$ cat src/rtl/dpm_pkg.sv
// Package of constants and types for the drive protection monitor
// Functional notes
// RULE1: Thermal protection runs only when enabled.
// RULE2: Inverse-time thermal model cuts output.
// RULE3: One-minute level 50..200, default 150.
// RULE4: Continuous level 50..150, default 100.
// RULE5: Self-cooled motor derates cooling at low speed.
// RULE6: Warning uses percent level and seconds.
// RULE7: Output code 5 shows overload warning.
// RULE8: Overload trip only when enabled.
// RULE9: Trip above level for trip time.
// RULE10: Accel stall decelerates above stall level.
// RULE11: Constant-speed stall decelerates above level.
// RULE12: Decel stall holds ramp on high link.
// RULE13: Stall level percent 30..200, default 150.
// RULE14: Mask bits select accel, constant, decel.
// RULE15: Output code 7 shows stall always.
// RULE16: Phase-loss select decodes 0..3.
// RULE17: Output phase loss shuts output off.
// RULE18: Input loss or capacitor end blocks output.
// RULE19: Operator sets rated current correctly.
// RULE20: Any of eight inputs can be trip.
// RULE21: Code 18 closed contact trips.
// RULE22: Code 19 open contact trips.
// RULE23: Trips latch until fault reset.
package dpm_pkg;
    // Clock rate and one-second tick
    localparam int unsigned CLK_HZ         = 40000000;
    localparam int unsigned SEC_CYCLES     = CLK_HZ;
    // Parameter ranges and defaults, in percent or seconds
    localparam logic [7:0]  THERM_1M_MIN   = 8'h32;
    localparam logic [7:0]  THERM_1M_MAX   = 8'hC8;
    localparam logic [7:0]  THERM_1M_DEF   = 8'h96;
    localparam logic [7:0]  THERM_CONT_MIN = 8'h32;
    localparam logic [7:0]  THERM_CONT_MAX = 8'h96;
    localparam logic [7:0]  THERM_CONT_DEF = 8'h64;
    localparam logic [7:0]  WARN_LVL_MIN   = 8'h1E;
    localparam logic [7:0]  WARN_LVL_MAX   = 8'h96;
    localparam logic [7:0]  WARN_LVL_DEF   = 8'h96;
    localparam logic [5:0]  WARN_TIME_MAX  = 6'h1E;
    localparam logic [5:0]  WARN_TIME_DEF  = 6'h0A;
    localparam logic [7:0]  TRIP_LVL_MIN   = 8'h1E;
    localparam logic [7:0]  TRIP_LVL_MAX   = 8'hC8;
    localparam logic [7:0]  TRIP_LVL_DEF   = 8'hB4;
    localparam logic [5:0]  TRIP_TIME_MAX  = 6'h3C;
    localparam logic [5:0]  TRIP_TIME_DEF  = 6'h3C;
    localparam logic [7:0]  STALL_LVL_MIN  = 8'h1E;
    localparam logic [7:0]  STALL_LVL_MAX  = 8'hC8;
    localparam logic [7:0]  STALL_LVL_DEF  = 8'h96;
    // Thermal bucket: full after 60 s at the one-minute excess
    localparam logic [31:0] THERM_FULL     = 32'h0000_003C;
    // Self-cooled derating: below this speed percent add penalty
    localparam logic [7:0]  LOW_SPEED_PCT  = 8'h32;
    localparam logic [7:0]  COOL_PENALTY   = 8'h0A;
    // Output and input function codes
    localparam logic [4:0]  OUT_FN_WARN    = 5'h05;
    localparam logic [4:0]  OUT_FN_STALL   = 5'h07;
    localparam logic [4:0]  IN_FN_TRIP_NO  = 5'h12;
    localparam logic [4:0]  IN_FN_TRIP_NC  = 5'h13;
    localparam logic [4:0]  IN_FN_MAX      = 5'h19;
    localparam int unsigned NUM_INPUTS     = 8;
    // Stall mask bit positions
    localparam int unsigned STALL_BIT_ACC  = 0;
    localparam int unsigned STALL_BIT_CON  = 1;
    localparam int unsigned STALL_BIT_DEC  = 2;
    // Phase-loss selection bits
    localparam int unsigned PL_BIT_OUT     = 0;
    localparam int unsigned PL_BIT_IN      = 1;
    // Ramp phase one-hot
    typedef enum logic [3:0] {
        DPM_RAMP_STOP  = 4'h1,
        DPM_RAMP_ACC   = 4'h2,
        DPM_RAMP_CONST = 4'h4,
        DPM_RAMP_DEC   = 4'h8
    } dpm_ramp_t;
    // Trip cause index
    localparam int unsigned TRIP_THERM     = 0;
    localparam int unsigned TRIP_OVLD      = 1;
    localparam int unsigned TRIP_OPL       = 2;
    localparam int unsigned TRIP_IPL       = 3;
    localparam int unsigned TRIP_EXT       = 4;
    localparam int unsigned NUM_TRIPS      = 5;
endpackage

$ cat src/rtl/dpm_sync.sv
// Two-flop synchroniser for a bus of asynchronous levels
`timescale 1ns/10ps
module dpm_sync #(
    parameter int unsigned W = 1
) (
    input  wire logic         sys_clk,
    input  wire logic         rst_n,
    input  wire logic [W-1:0] async_in,
    output logic      [W-1:0] sync_out
);
    logic [W-1:0] meta_q;  // First stage, read only by second
    // Two stages, reset to zero
    always_ff @(posedge sys_clk) begin
        if (!rst_n) begin
            meta_q   <= '0;
            sync_out <= '0;
        end else begin
            meta_q   <= async_in;
            sync_out <= meta_q;
        end
    end
endmodule

$ cat src/rtl/dpm_timer.sv
// Seconds timer: counts how long a condition has held
`timescale 1ns/10ps
module dpm_timer
    import dpm_pkg::*;
#(
    parameter int unsigned SEC_CYC = SEC_CYCLES
) (
    input  wire logic       sys_clk,
    input  wire logic       rst_n,
    input  wire logic       cond,
    input  wire logic [5:0] limit_sec,
    output logic            expired
);
    logic [31:0] tick_q;  // Cycles within the current second
    logic [5:0]  sec_q;   // Whole seconds the condition held
    // Count while held; any drop restarts the wait
    always_ff @(posedge sys_clk) begin
        if (!rst_n || !cond) begin
            tick_q <= '0;
            sec_q  <= '0;
        end else if (sec_q < limit_sec) begin
            if (tick_q == SEC_CYC - 1) begin
                tick_q <= '0;
                sec_q  <= sec_q + 6'h01;
            end else begin
                tick_q <= tick_q + 32'h1;
            end
        end
    end
    // Zero time means immediate once the condition holds
    assign expired = cond && (sec_q >= limit_sec);
endmodule

$ cat src/rtl/dpm_monitor.sv
// Top of the drive protection monitor
`timescale 1ns/10ps
module dpm_monitor
    import dpm_pkg::*;
#(
    parameter int unsigned SEC_CYC = SEC_CYCLES
) (
    input  wire logic        sys_clk,
    input  wire logic        rst_n,
    // Measurements, same clock domain
    input  wire logic [7:0]  motor_current_pct,
    input  wire logic [7:0]  motor_speed_pct,
    input  wire logic        dc_link_over_limit,
    input  wire logic [3:0]  ramp_phase,
    // Asynchronous sense and contact pins
    input  wire logic [2:0]  output_phase_lost,
    input  wire logic [2:0]  input_phase_lost,
    input  wire logic        capacitor_worn,
    input  wire logic [7:0]  contact_in,
    // Configuration
    input  wire logic        thermal_enable,
    input  wire logic [7:0]  thermal_one_minute_level,
    input  wire logic [7:0]  thermal_continuous_level,
    input  wire logic        motor_cooling_type,
    input  wire logic [7:0]  overload_warn_level,
    input  wire logic [5:0]  overload_warn_time,
    input  wire logic        overload_trip_enable,
    input  wire logic [7:0]  overload_trip_level,
    input  wire logic [5:0]  overload_trip_time,
    input  wire logic [2:0]  stall_mode_mask,
    input  wire logic [7:0]  stall_current_level,
    input  wire logic [1:0]  phase_loss_select,
    input  wire logic [4:0]  transistor_output_function,
    input  wire logic [4:0]  relay_output_function,
    input  wire logic [39:0] input_function,
    input  wire logic        config_load,
    input  wire logic        fault_reset,
    // Results
    output logic             output_enable,
    output logic             ramp_decelerate,
    output logic             ramp_hold,
    output logic             open_collector_output,
    output logic             relay_contacts,
    output logic             overload_warning,
    output logic             stall_active,
    output logic [4:0]       fault_flags,
    output logic             config_refused
);
    ////////////////////////////////////////////////////////////////////
    // Pin synchronisers
    logic [2:0] opl_s;    // Output phase loss, synced
    logic [2:0] ipl_s;    // Input phase loss, synced
    logic       cap_s;    // Capacitor end of life, synced
    logic [7:0] cont_s;   // Contact levels, synced

    dpm_sync #(.W(15)) u_sync (
        .sys_clk  (sys_clk),
        .rst_n    (rst_n),
        .async_in ({output_phase_lost, input_phase_lost, capacitor_worn,
                    contact_in}),
        .sync_out ({opl_s, ipl_s, cap_s, cont_s})
    );

    logic [1:0] pin_age_q;  // Sync stages refilled since reset

    // Stages read zero right after reset; an NC contact would look
    // open and latch a false trip, so pin trips wait for real samples
    always_ff @(posedge sys_clk) begin
        if (!rst_n) begin
            pin_age_q <= 2'h0;
        end else begin
            pin_age_q <= {pin_age_q[0], 1'b1};
        end
    end

    ////////////////////////////////////////////////////////////////////
    // Accepted configuration
    logic [7:0] th1m_q;   // One-minute level in use
    logic [7:0] thc_q;    // Continuous level in use
    logic [7:0] wlvl_q;   // Warning level in use
    logic [5:0] wtim_q;   // Warning time in use
    logic [7:0] tlvl_q;   // Trip level in use
    logic [5:0] ttim_q;   // Trip time in use
    logic [7:0] slvl_q;   // Stall level in use
    logic       cfg_ok;   // Offered set is legal

    // Range checks; the ordering of the two thermal levels matters
    always_comb begin
        cfg_ok = (thermal_one_minute_level >= THERM_1M_MIN) &&
                 (thermal_one_minute_level <= THERM_1M_MAX) &&
                 (thermal_continuous_level >= THERM_CONT_MIN) &&
                 (thermal_continuous_level <= THERM_CONT_MAX) &&
                 (thermal_one_minute_level >=
                  thermal_continuous_level) &&           // RULE3 RULE4
                 (overload_warn_level >= WARN_LVL_MIN) &&
                 (overload_warn_level <= WARN_LVL_MAX) &&
                 (overload_warn_time <= WARN_TIME_MAX) &&  // RULE6
                 (overload_trip_level >= TRIP_LVL_MIN) &&
                 (overload_trip_level <= TRIP_LVL_MAX) &&
                 (overload_trip_time <= TRIP_TIME_MAX) &&  // RULE9
                 (stall_current_level >= STALL_LVL_MIN) &&
                 (stall_current_level <= STALL_LVL_MAX);   // RULE13
    end

    // Load only a legal set; a refused set keeps the old one
    always_ff @(posedge sys_clk) begin
        if (!rst_n) begin
            th1m_q         <= THERM_1M_DEF;
            thc_q          <= THERM_CONT_DEF;
            wlvl_q         <= WARN_LVL_DEF;
            wtim_q         <= WARN_TIME_DEF;
            tlvl_q         <= TRIP_LVL_DEF;
            ttim_q         <= TRIP_TIME_DEF;
            slvl_q         <= STALL_LVL_DEF;
            config_refused <= 1'b0;
        end else if (config_load) begin
            config_refused <= !cfg_ok;                  // RULE3 RULE4
            if (cfg_ok) begin
                th1m_q <= thermal_one_minute_level;
                thc_q  <= thermal_continuous_level;
                wlvl_q <= overload_warn_level;
                wtim_q <= overload_warn_time;
                tlvl_q <= overload_trip_level;
                ttim_q <= overload_trip_time;
                slvl_q <= stall_current_level;
            end
        end
    end

    ////////////////////////////////////////////////////////////////////
    // Electronic thermal model
    logic [7:0]  eff_cur;   // Current with cooling derating
    logic [7:0]  th_span;   // One-minute excess over continuous
    logic [31:0] sec_cnt_q; // One-second prescaler
    logic        sec_tick;  // One pulse per second
    logic [31:0] heat_q;    // Accumulated heat, in excess-seconds
    logic        th_hot;    // Bucket full

    // Self-cooled motors see current as higher at low speed
    always_comb begin
        eff_cur = motor_current_pct;
        if (!motor_cooling_type && motor_speed_pct < LOW_SPEED_PCT &&
            motor_current_pct <= 8'hFF - COOL_PENALTY) begin
            eff_cur = motor_current_pct + COOL_PENALTY;  // RULE5
        end
        th_span = th1m_q - thc_q;
    end

    // Free-running one-second tick, used only by the thermal integrator
    always_ff @(posedge sys_clk) begin
        if (!rst_n || sec_cnt_q == SEC_CYC - 1) begin
            sec_cnt_q <= '0;
        end else begin
            sec_cnt_q <= sec_cnt_q + 32'h1;
        end
    end
    assign sec_tick = (sec_cnt_q == SEC_CYC - 1);

    // Heat rises by the excess each second, cools by one unit at or below;
    // larger excess fills faster, giving an inverse-time curve
    always_ff @(posedge sys_clk) begin
        if (!rst_n || !thermal_enable) begin
            heat_q <= '0;                               // RULE1
        end else if (sec_tick) begin
            if (eff_cur > thc_q) begin
                heat_q <= heat_q + 32'(eff_cur - thc_q); // RULE2
            end else if (heat_q != '0) begin
                heat_q <= heat_q - 32'h1;
            end
        end
    end
    // Full when heat reaches one minute at the one-minute level
    assign th_hot = thermal_enable && (th_span != 8'h00) &&
                    (heat_q >= THERM_FULL * 32'(th_span)); // RULE1 RULE2

    ////////////////////////////////////////////////////////////////////
    // Overload warning and trip timers
    logic warn_exp;   // Warning held long enough
    logic ovl_exp;    // Trip condition held long enough

    dpm_timer #(.SEC_CYC(SEC_CYC)) u_warn (
        .sys_clk   (sys_clk),
        .rst_n     (rst_n),
        .cond      (motor_current_pct > wlvl_q),
        .limit_sec (wtim_q),
        .expired   (warn_exp)
    );

    dpm_timer #(.SEC_CYC(SEC_CYC)) u_trip (
        .sys_clk   (sys_clk),
        .rst_n     (rst_n),
        .cond      (overload_trip_enable &&
                    motor_current_pct > tlvl_q),
        .limit_sec (ttim_q),
        .expired   (ovl_exp)
    );

    ////////////////////////////////////////////////////////////////////
    // External trip decode
    logic [NUM_INPUTS-1:0] ext_hit;  // Per input trip request

    // Any input may carry either trip code
    genvar gi;
    generate
        for (gi = 0; gi < NUM_INPUTS; gi++) begin : g_ext
            logic [4:0] fn;
            assign fn = input_function[gi*5 +: 5];    // RULE20
            assign ext_hit[gi] =
                ((fn == IN_FN_TRIP_NO) && cont_s[gi]) ||  // RULE21
                ((fn == IN_FN_TRIP_NC) && !cont_s[gi]);   // RULE22
        end
    endgenerate

    ////////////////////////////////////////////////////////////////////
    // Fault latches
    logic [NUM_TRIPS-1:0] trip_now;  // Live trip causes

    always_comb begin
        trip_now             = '0;
        trip_now[TRIP_THERM] = th_hot;
        trip_now[TRIP_OVLD]  = ovl_exp;                        // RULE8
        trip_now[TRIP_OPL]   = pin_age_q[1] &&
                               phase_loss_select[PL_BIT_OUT] &&
                               (|opl_s);                  // RULE16 RULE17
        trip_now[TRIP_IPL]   = pin_age_q[1] &&
                               phase_loss_select[PL_BIT_IN] &&
                               ((|ipl_s) || cap_s);       // RULE16 RULE18
        trip_now[TRIP_EXT]   = pin_age_q[1] && (|ext_hit);
    end

    // A live cause wins over a reset in the same cycle
    always_ff @(posedge sys_clk) begin
        if (!rst_n) begin
            fault_flags <= '0;
        end else if (fault_reset) begin
            fault_flags <= trip_now;                      // RULE23
        end else begin
            fault_flags <= fault_flags | trip_now;        // RULE23
        end
    end

    // Output stays off while any latched or live fault stands
    always_ff @(posedge sys_clk) begin
        if (!rst_n) begin
            output_enable <= 1'b0;
        end else begin
            output_enable <= !(|trip_now) &&
                             (fault_reset || !(|fault_flags)); // RULE23
        end
    end

    ////////////////////////////////////////////////////////////////////
    // Stall prevention
    logic stall_acc;   // Accel over-current
    logic stall_con;   // Constant-speed over-current
    logic stall_dec;   // Decel with high link voltage

    assign stall_acc = (ramp_phase == DPM_RAMP_ACC) &&
                       (motor_current_pct > slvl_q);
    assign stall_con = (ramp_phase == DPM_RAMP_CONST) &&
                       (motor_current_pct > slvl_q);
    assign stall_dec = (ramp_phase == DPM_RAMP_DEC) && dc_link_over_limit;

    // Ramp commands only when the phase bit is set
    always_ff @(posedge sys_clk) begin
        if (!rst_n) begin
            ramp_decelerate <= 1'b0;
            ramp_hold       <= 1'b0;
        end else begin
            ramp_decelerate <=
                (stall_acc && stall_mode_mask[STALL_BIT_ACC]) ||  // RULE10
                (stall_con && stall_mode_mask[STALL_BIT_CON]);    // RULE11
            ramp_hold <= stall_dec &&
                         stall_mode_mask[STALL_BIT_DEC];    // RULE12 RULE14
        end
    end

    ////////////////////////////////////////////////////////////////////
    // Live status and output terminals
    logic stall_cond;  // Stall condition regardless of mask

    assign stall_cond = stall_acc || stall_con || stall_dec;  // RULE15

    // Status follows live conditions, no latching
    always_ff @(posedge sys_clk) begin
        if (!rst_n) begin
            overload_warning      <= 1'b0;
            stall_active          <= 1'b0;
            open_collector_output <= 1'b0;
            relay_contacts        <= 1'b0;
        end else begin
            overload_warning      <= warn_exp;
            stall_active          <= stall_cond;
            open_collector_output <=
                ((transistor_output_function == OUT_FN_WARN) &&
                 warn_exp) ||                                 // RULE7
                ((transistor_output_function == OUT_FN_STALL) &&
                 stall_cond);                                 // RULE15
            relay_contacts <=
                ((relay_output_function == OUT_FN_WARN) && warn_exp) ||
                ((relay_output_function == OUT_FN_STALL) && stall_cond);
        end
    end
endmodule

$ cat config.mk
export PLATFORM = sky130hd
export DESIGN_NAME = dpm_monitor
export DESIGN_NICKNAME = d
export VERILOG_FILES = /design/src/rtl/dpm_pkg.sv /design/src/rtl/dpm_sync.sv /design/src/rtl/dpm_timer.sv /design/src/rtl/dpm_monitor.sv
export SDC_FILE = /design/constraint.sdc
export NUM_CORES = 1
export LEC_CHECK = 0
export ABC_AREA = 1
export BUFFER_PORTS_ARGS = -buffer_cell sky130_fd_sc_hd__clkbuf_2
export CORE_MARGIN = 8
export CORE_UTILIZATION = 55
export CTS_BUF_LIST = sky130_fd_sc_hd__clkbuf_4 sky130_fd_sc_hd__clkbuf_8 sky130_fd_sc_hd__clkbuf_16
export CTS_CLUSTER_SIZE = 12
export DETAILED_ROUTE_END_ITERATION = 10
export PLACE_DENSITY = 0.83
export SLEW_MARGIN = 20
export SYNTH_ARGS = -nofsm -noshare
export SYNTH_HDL_FRONTEND = slang
export SYNTH_SLANG_ARGS = --single-unit
$ cat constraint.sdc
create_clock -name sys_clk -period 4.3 [get_ports sys_clk]
set_clock_uncertainty 0.2 [all_clocks]
set_input_delay 0.43 -clock sys_clk [delete_from_list [all_inputs] [get_ports sys_clk]]
set_output_delay 0.43 -clock sys_clk [all_outputs]
set_load 0.03 [all_outputs]
==> impl_metrics.yaml <==
run_status:
  outcome: "complete, but fails checks"
  violations: "negative setup slack"
clock_tree:
  clkTransAtPathRegs_ns: 0.06
  cts-root-buf: "clkbuf_16"
  clk_latency_ns: 0.57
  cts_tree: "built"
  cts_made_buffers: 28
  cts.path.max_buffers: 3
  clock-sinks: 237
  cts_max_level: 1
power_and_ir_drop:
  p_leak_nw: 10.8
  ir_worst_vdd_mv: 0.316
  p_per_area_nw_per_um2: 279
timing:
  min_period_over_period_pct: 120
  worst_pin_slew_ns: 1.09
  fmax_ghz: 0.193
  grt_setup_unrepaired: "true"
  layout_setup_ws_ns: -0.873
  setup_viol: 27
  slew-limit-headroom_pct: 27.5
  drv_slew: 0
  finalCriticalPeriod_ns: 5.17
  hold_violations: 0
  tns_ns: -7.73
yosys:
  ys_top_cells_by_area: "dfxtp_1 28%, nand2_1 13%, ha_1 10%"
  synth_top_family_by_area: "simple AND/OR/NAND/NOR gates"
  syn_nets: 2836
  synthAdderAreaFrac_pct: 11.5
  synth_top_flop_cell: "dfxtp_1"
  yosys_warnings: 0
  synthMuxAreaShare_pct: 0
  yosysTopAreaCell: "dfxtp_1"
  synth_cell_types: 48
  synth-compound-area-share_pct: 9.01
  synth-async-reset-ratio_pct: 0
  synth_xor_area_share_pct: 5.64
  synth_edf_count: 0
  synth.ff_latch_count: 237
  syn-cell-area_um2: 16700
  synth-simple-area-share_pct: 35.7
  synth_cells: 2538
  yosys-top-cells-count: "585 x nand2_1, 367 x inv_1, 321 x nor2_1, 237 x dfxtp_1, 169 x nand3_1"
  ys_seq_area_share_pct: 28.4
  synth.top_cell.area_share_pct: 28.4
  synth_most_common_cell: "nand2_1"
  syn_avg_cell_area_um2: 6.59
critical_path:
  crit_family: "adder cells"
  r2r_setup_slack_ns: -0.87
  cp.required_ns: 4.55
  crit_arrival_ns: 5.43
  timing.rr.start: "thc_q[3]$_SDFFE_PN0P_"
  end_kind: "register"
  reg2reg_to: "output_enable$_SDFF_PN0_"
  cpMaxStageDelayCell: "fa_1"
  crit_path_start_kind: "register"
  crit_end: "output_enable$_SDFF_PN0_"
  cp_max_fo: 4
  crit_buf_inv: 6
  worstSetupStartpoint: "thc_q[3]$_SDFFE_PN0P_"
  slowest_delay_ns: 0.50
  worst-path-stages: 29
  worstSetupPathType: "reg -> reg"
  crit_path_frequent_cell: "inv_2"
  ff2ff_path_depth: 29
cells_and_area:
  finalCoreUtilization_pct: 75.1
  layout.cells.non_filler: 3376
  n_antenna_cell: 0
  drive_above_1_share_pct: 24.5
  fin_nets: 3260
  area_growth_pct: 36.0
job:
  maxCapViolCount: 0
floorplan:
  core_um2: 30300
  ios: 163
  start_util_pct: 55.2
  die_w_um: 190
  rows: 64
  die_h_um: 190
  dieArea_um2: 36200
drt:
  antenna_left: 0
  vias: 19800
  drt-initial-drc-count: 2144
  wl_per_cell_um: 18.4
  drcViolationCount: 0
  viasPerCell: 5.88
  firstDrtPassIters: 7
  routed_wl_mm: 62.3
global_routing:
  grt_pass1_vias: 18600
  grt_use_total_pct: 29.3
  grt.overflow.total: 0
  antenna_found_initial: 0
  grt_pass1_wl_mm: 89.5
  grt_max_degree: 76
placement:
  hpwl_mm: 38.9
  placement.io_buffers: 161
  gp_congestion: 0.959
  placedCellCount: 3225
  post-place-ws_ns: -0.786
min_path:
  worst_hold_path_type: "in -> reg"
metal layers:
layer	global-route usage, %	routed length, um	vias up
met1	34.9	22900	9134
met5	0	0	-
li1	-	-	9124
met4	12.9	4070	0
met3	4.94	5810	342
met2	51.0	29500	1248
sequential cells by signal, indices dropped and copies added, names as in the netlist, 8 cells and up:
register         count
u_sync.meta_q       15
u_trip.tick_q       32
thc_q                8
tlvl_q               8
u_warn.tick_q       32
sec_cnt_q           32
th1m_q               8
u_sync.sync_out     15
heat_q              32
wlvl_q               8
slvl_q               8
cell type report:
class / count / area (um2)
repair inverters: 1 / 5.00
well taps: 396 / 495
clock inverters: 13 / 169
clock buffers: 35 / 766
fillers: 2025 / 7530
multi-input cells: 1875 / 11900
inverters: 372 / 1410
flip-flops and latches: 237 / 4750
repair buffers: 447 / 3190
what timing repair did:
| item | in CTS | in global routing |
|---|---|---|
| setup endpoints to repair | 24 | 27 |
| pin swaps | 56 | 114 |
| cloned | 0 | 2 |
| setup buffers | 18 | 18 |
| hold buffers | 66 | 0 |
| gates resized for setup | 61 | 210 |
| hold endpoints to repair | 62 | 0 |
kinds of logic after synthesis:
kind of cell             Yosys count
flip-flops                       237
AO/OA/AOI/OAI                    271
XOR/XNOR                         106
adder cells (fa/ha/maj)          148
buffers and inverters            426
AND/OR/NAND/NOR                 1350
placed cells by master (no fill, tap or decap), drive strengths merged, types with 5 or more instances in the layout:
cell         instances
dlygate4sd3         66
o21bai              10
nor3                81
buf                222
nand3b               8
nand4              116
o21ai               64
or2                 18
clkinv              12
xor2                69
xnor2               37
nor4                18
inv                370
o21a                 7
a21oi              157
fa                  10
ha                 138
o211ai               8
nor2               329
nor3b               13
a31oi                5
clkbuf             194
nand3              174
nand2              588
dfxtp              237
a21o                 8
power breakdown:
part / switching (W) / total, W / internal [W]
Combinational: 0.000931 / 0.00165 / 0.000724
Sequential: 0.0000140 / 0.00224 / 0.00222
Clock: 0.00100 / 0.00245 / 0.00144
stage by stage:
stage / power, W / hold WS, ns / instance area, um2
after detailed placement: 0.00347 / 0.204 / 19600
after CTS: 0.00600 / 0.000593 / 21700
final: 0.00634 / 0.00414 / 22700
after floorplan: 0.00298 / 0.190 / 17200
after global routing: 0.00654 / 0.0133 / 22700
after global placement: 0.00344 / 0.192 / 19600
how the worst min path moves through the flow:
stage	from	end	depth (start not counted)
6_report	stall_current_level[2]	slvl_q[2]$_SDFFE_PN1P_	3
5_1_grt	thermal_one_minute_level[1]	th1m_q[1]$_SDFFE_PN1P_	3
4_1_cts	stall_current_level[4]	slvl_q[4]$_SDFFE_PN1P_	3
3_5_place_dp	u_sync.meta_q[1]$_SDFF_PN0_	u_sync.sync_out[1]$_SDFF_PN0_	2
3_3_place_gp	u_sync.meta_q[3]$_SDFF_PN0_	u_sync.sync_out[3]$_SDFF_PN0_	2
2_1_floorplan	pin_age_q[0]$_DFF_P_	pin_age_q[1]$_SDFF_PN0_	2
worst reg2reg max path: cells and delay by family, from the launching register on:
kind,cells,cell delay (ns)
flip-flops,1,0.30
XOR/XNOR,2,0.40
buffers and inverters,6,0.47
AO/OA/AOI/OAI,5,0.94
adder cells (fa/ha/maj),5,1.64
AND/OR/NAND/NOR,11,1.12
No activity file was read; power rests on OpenSTA's default activity.
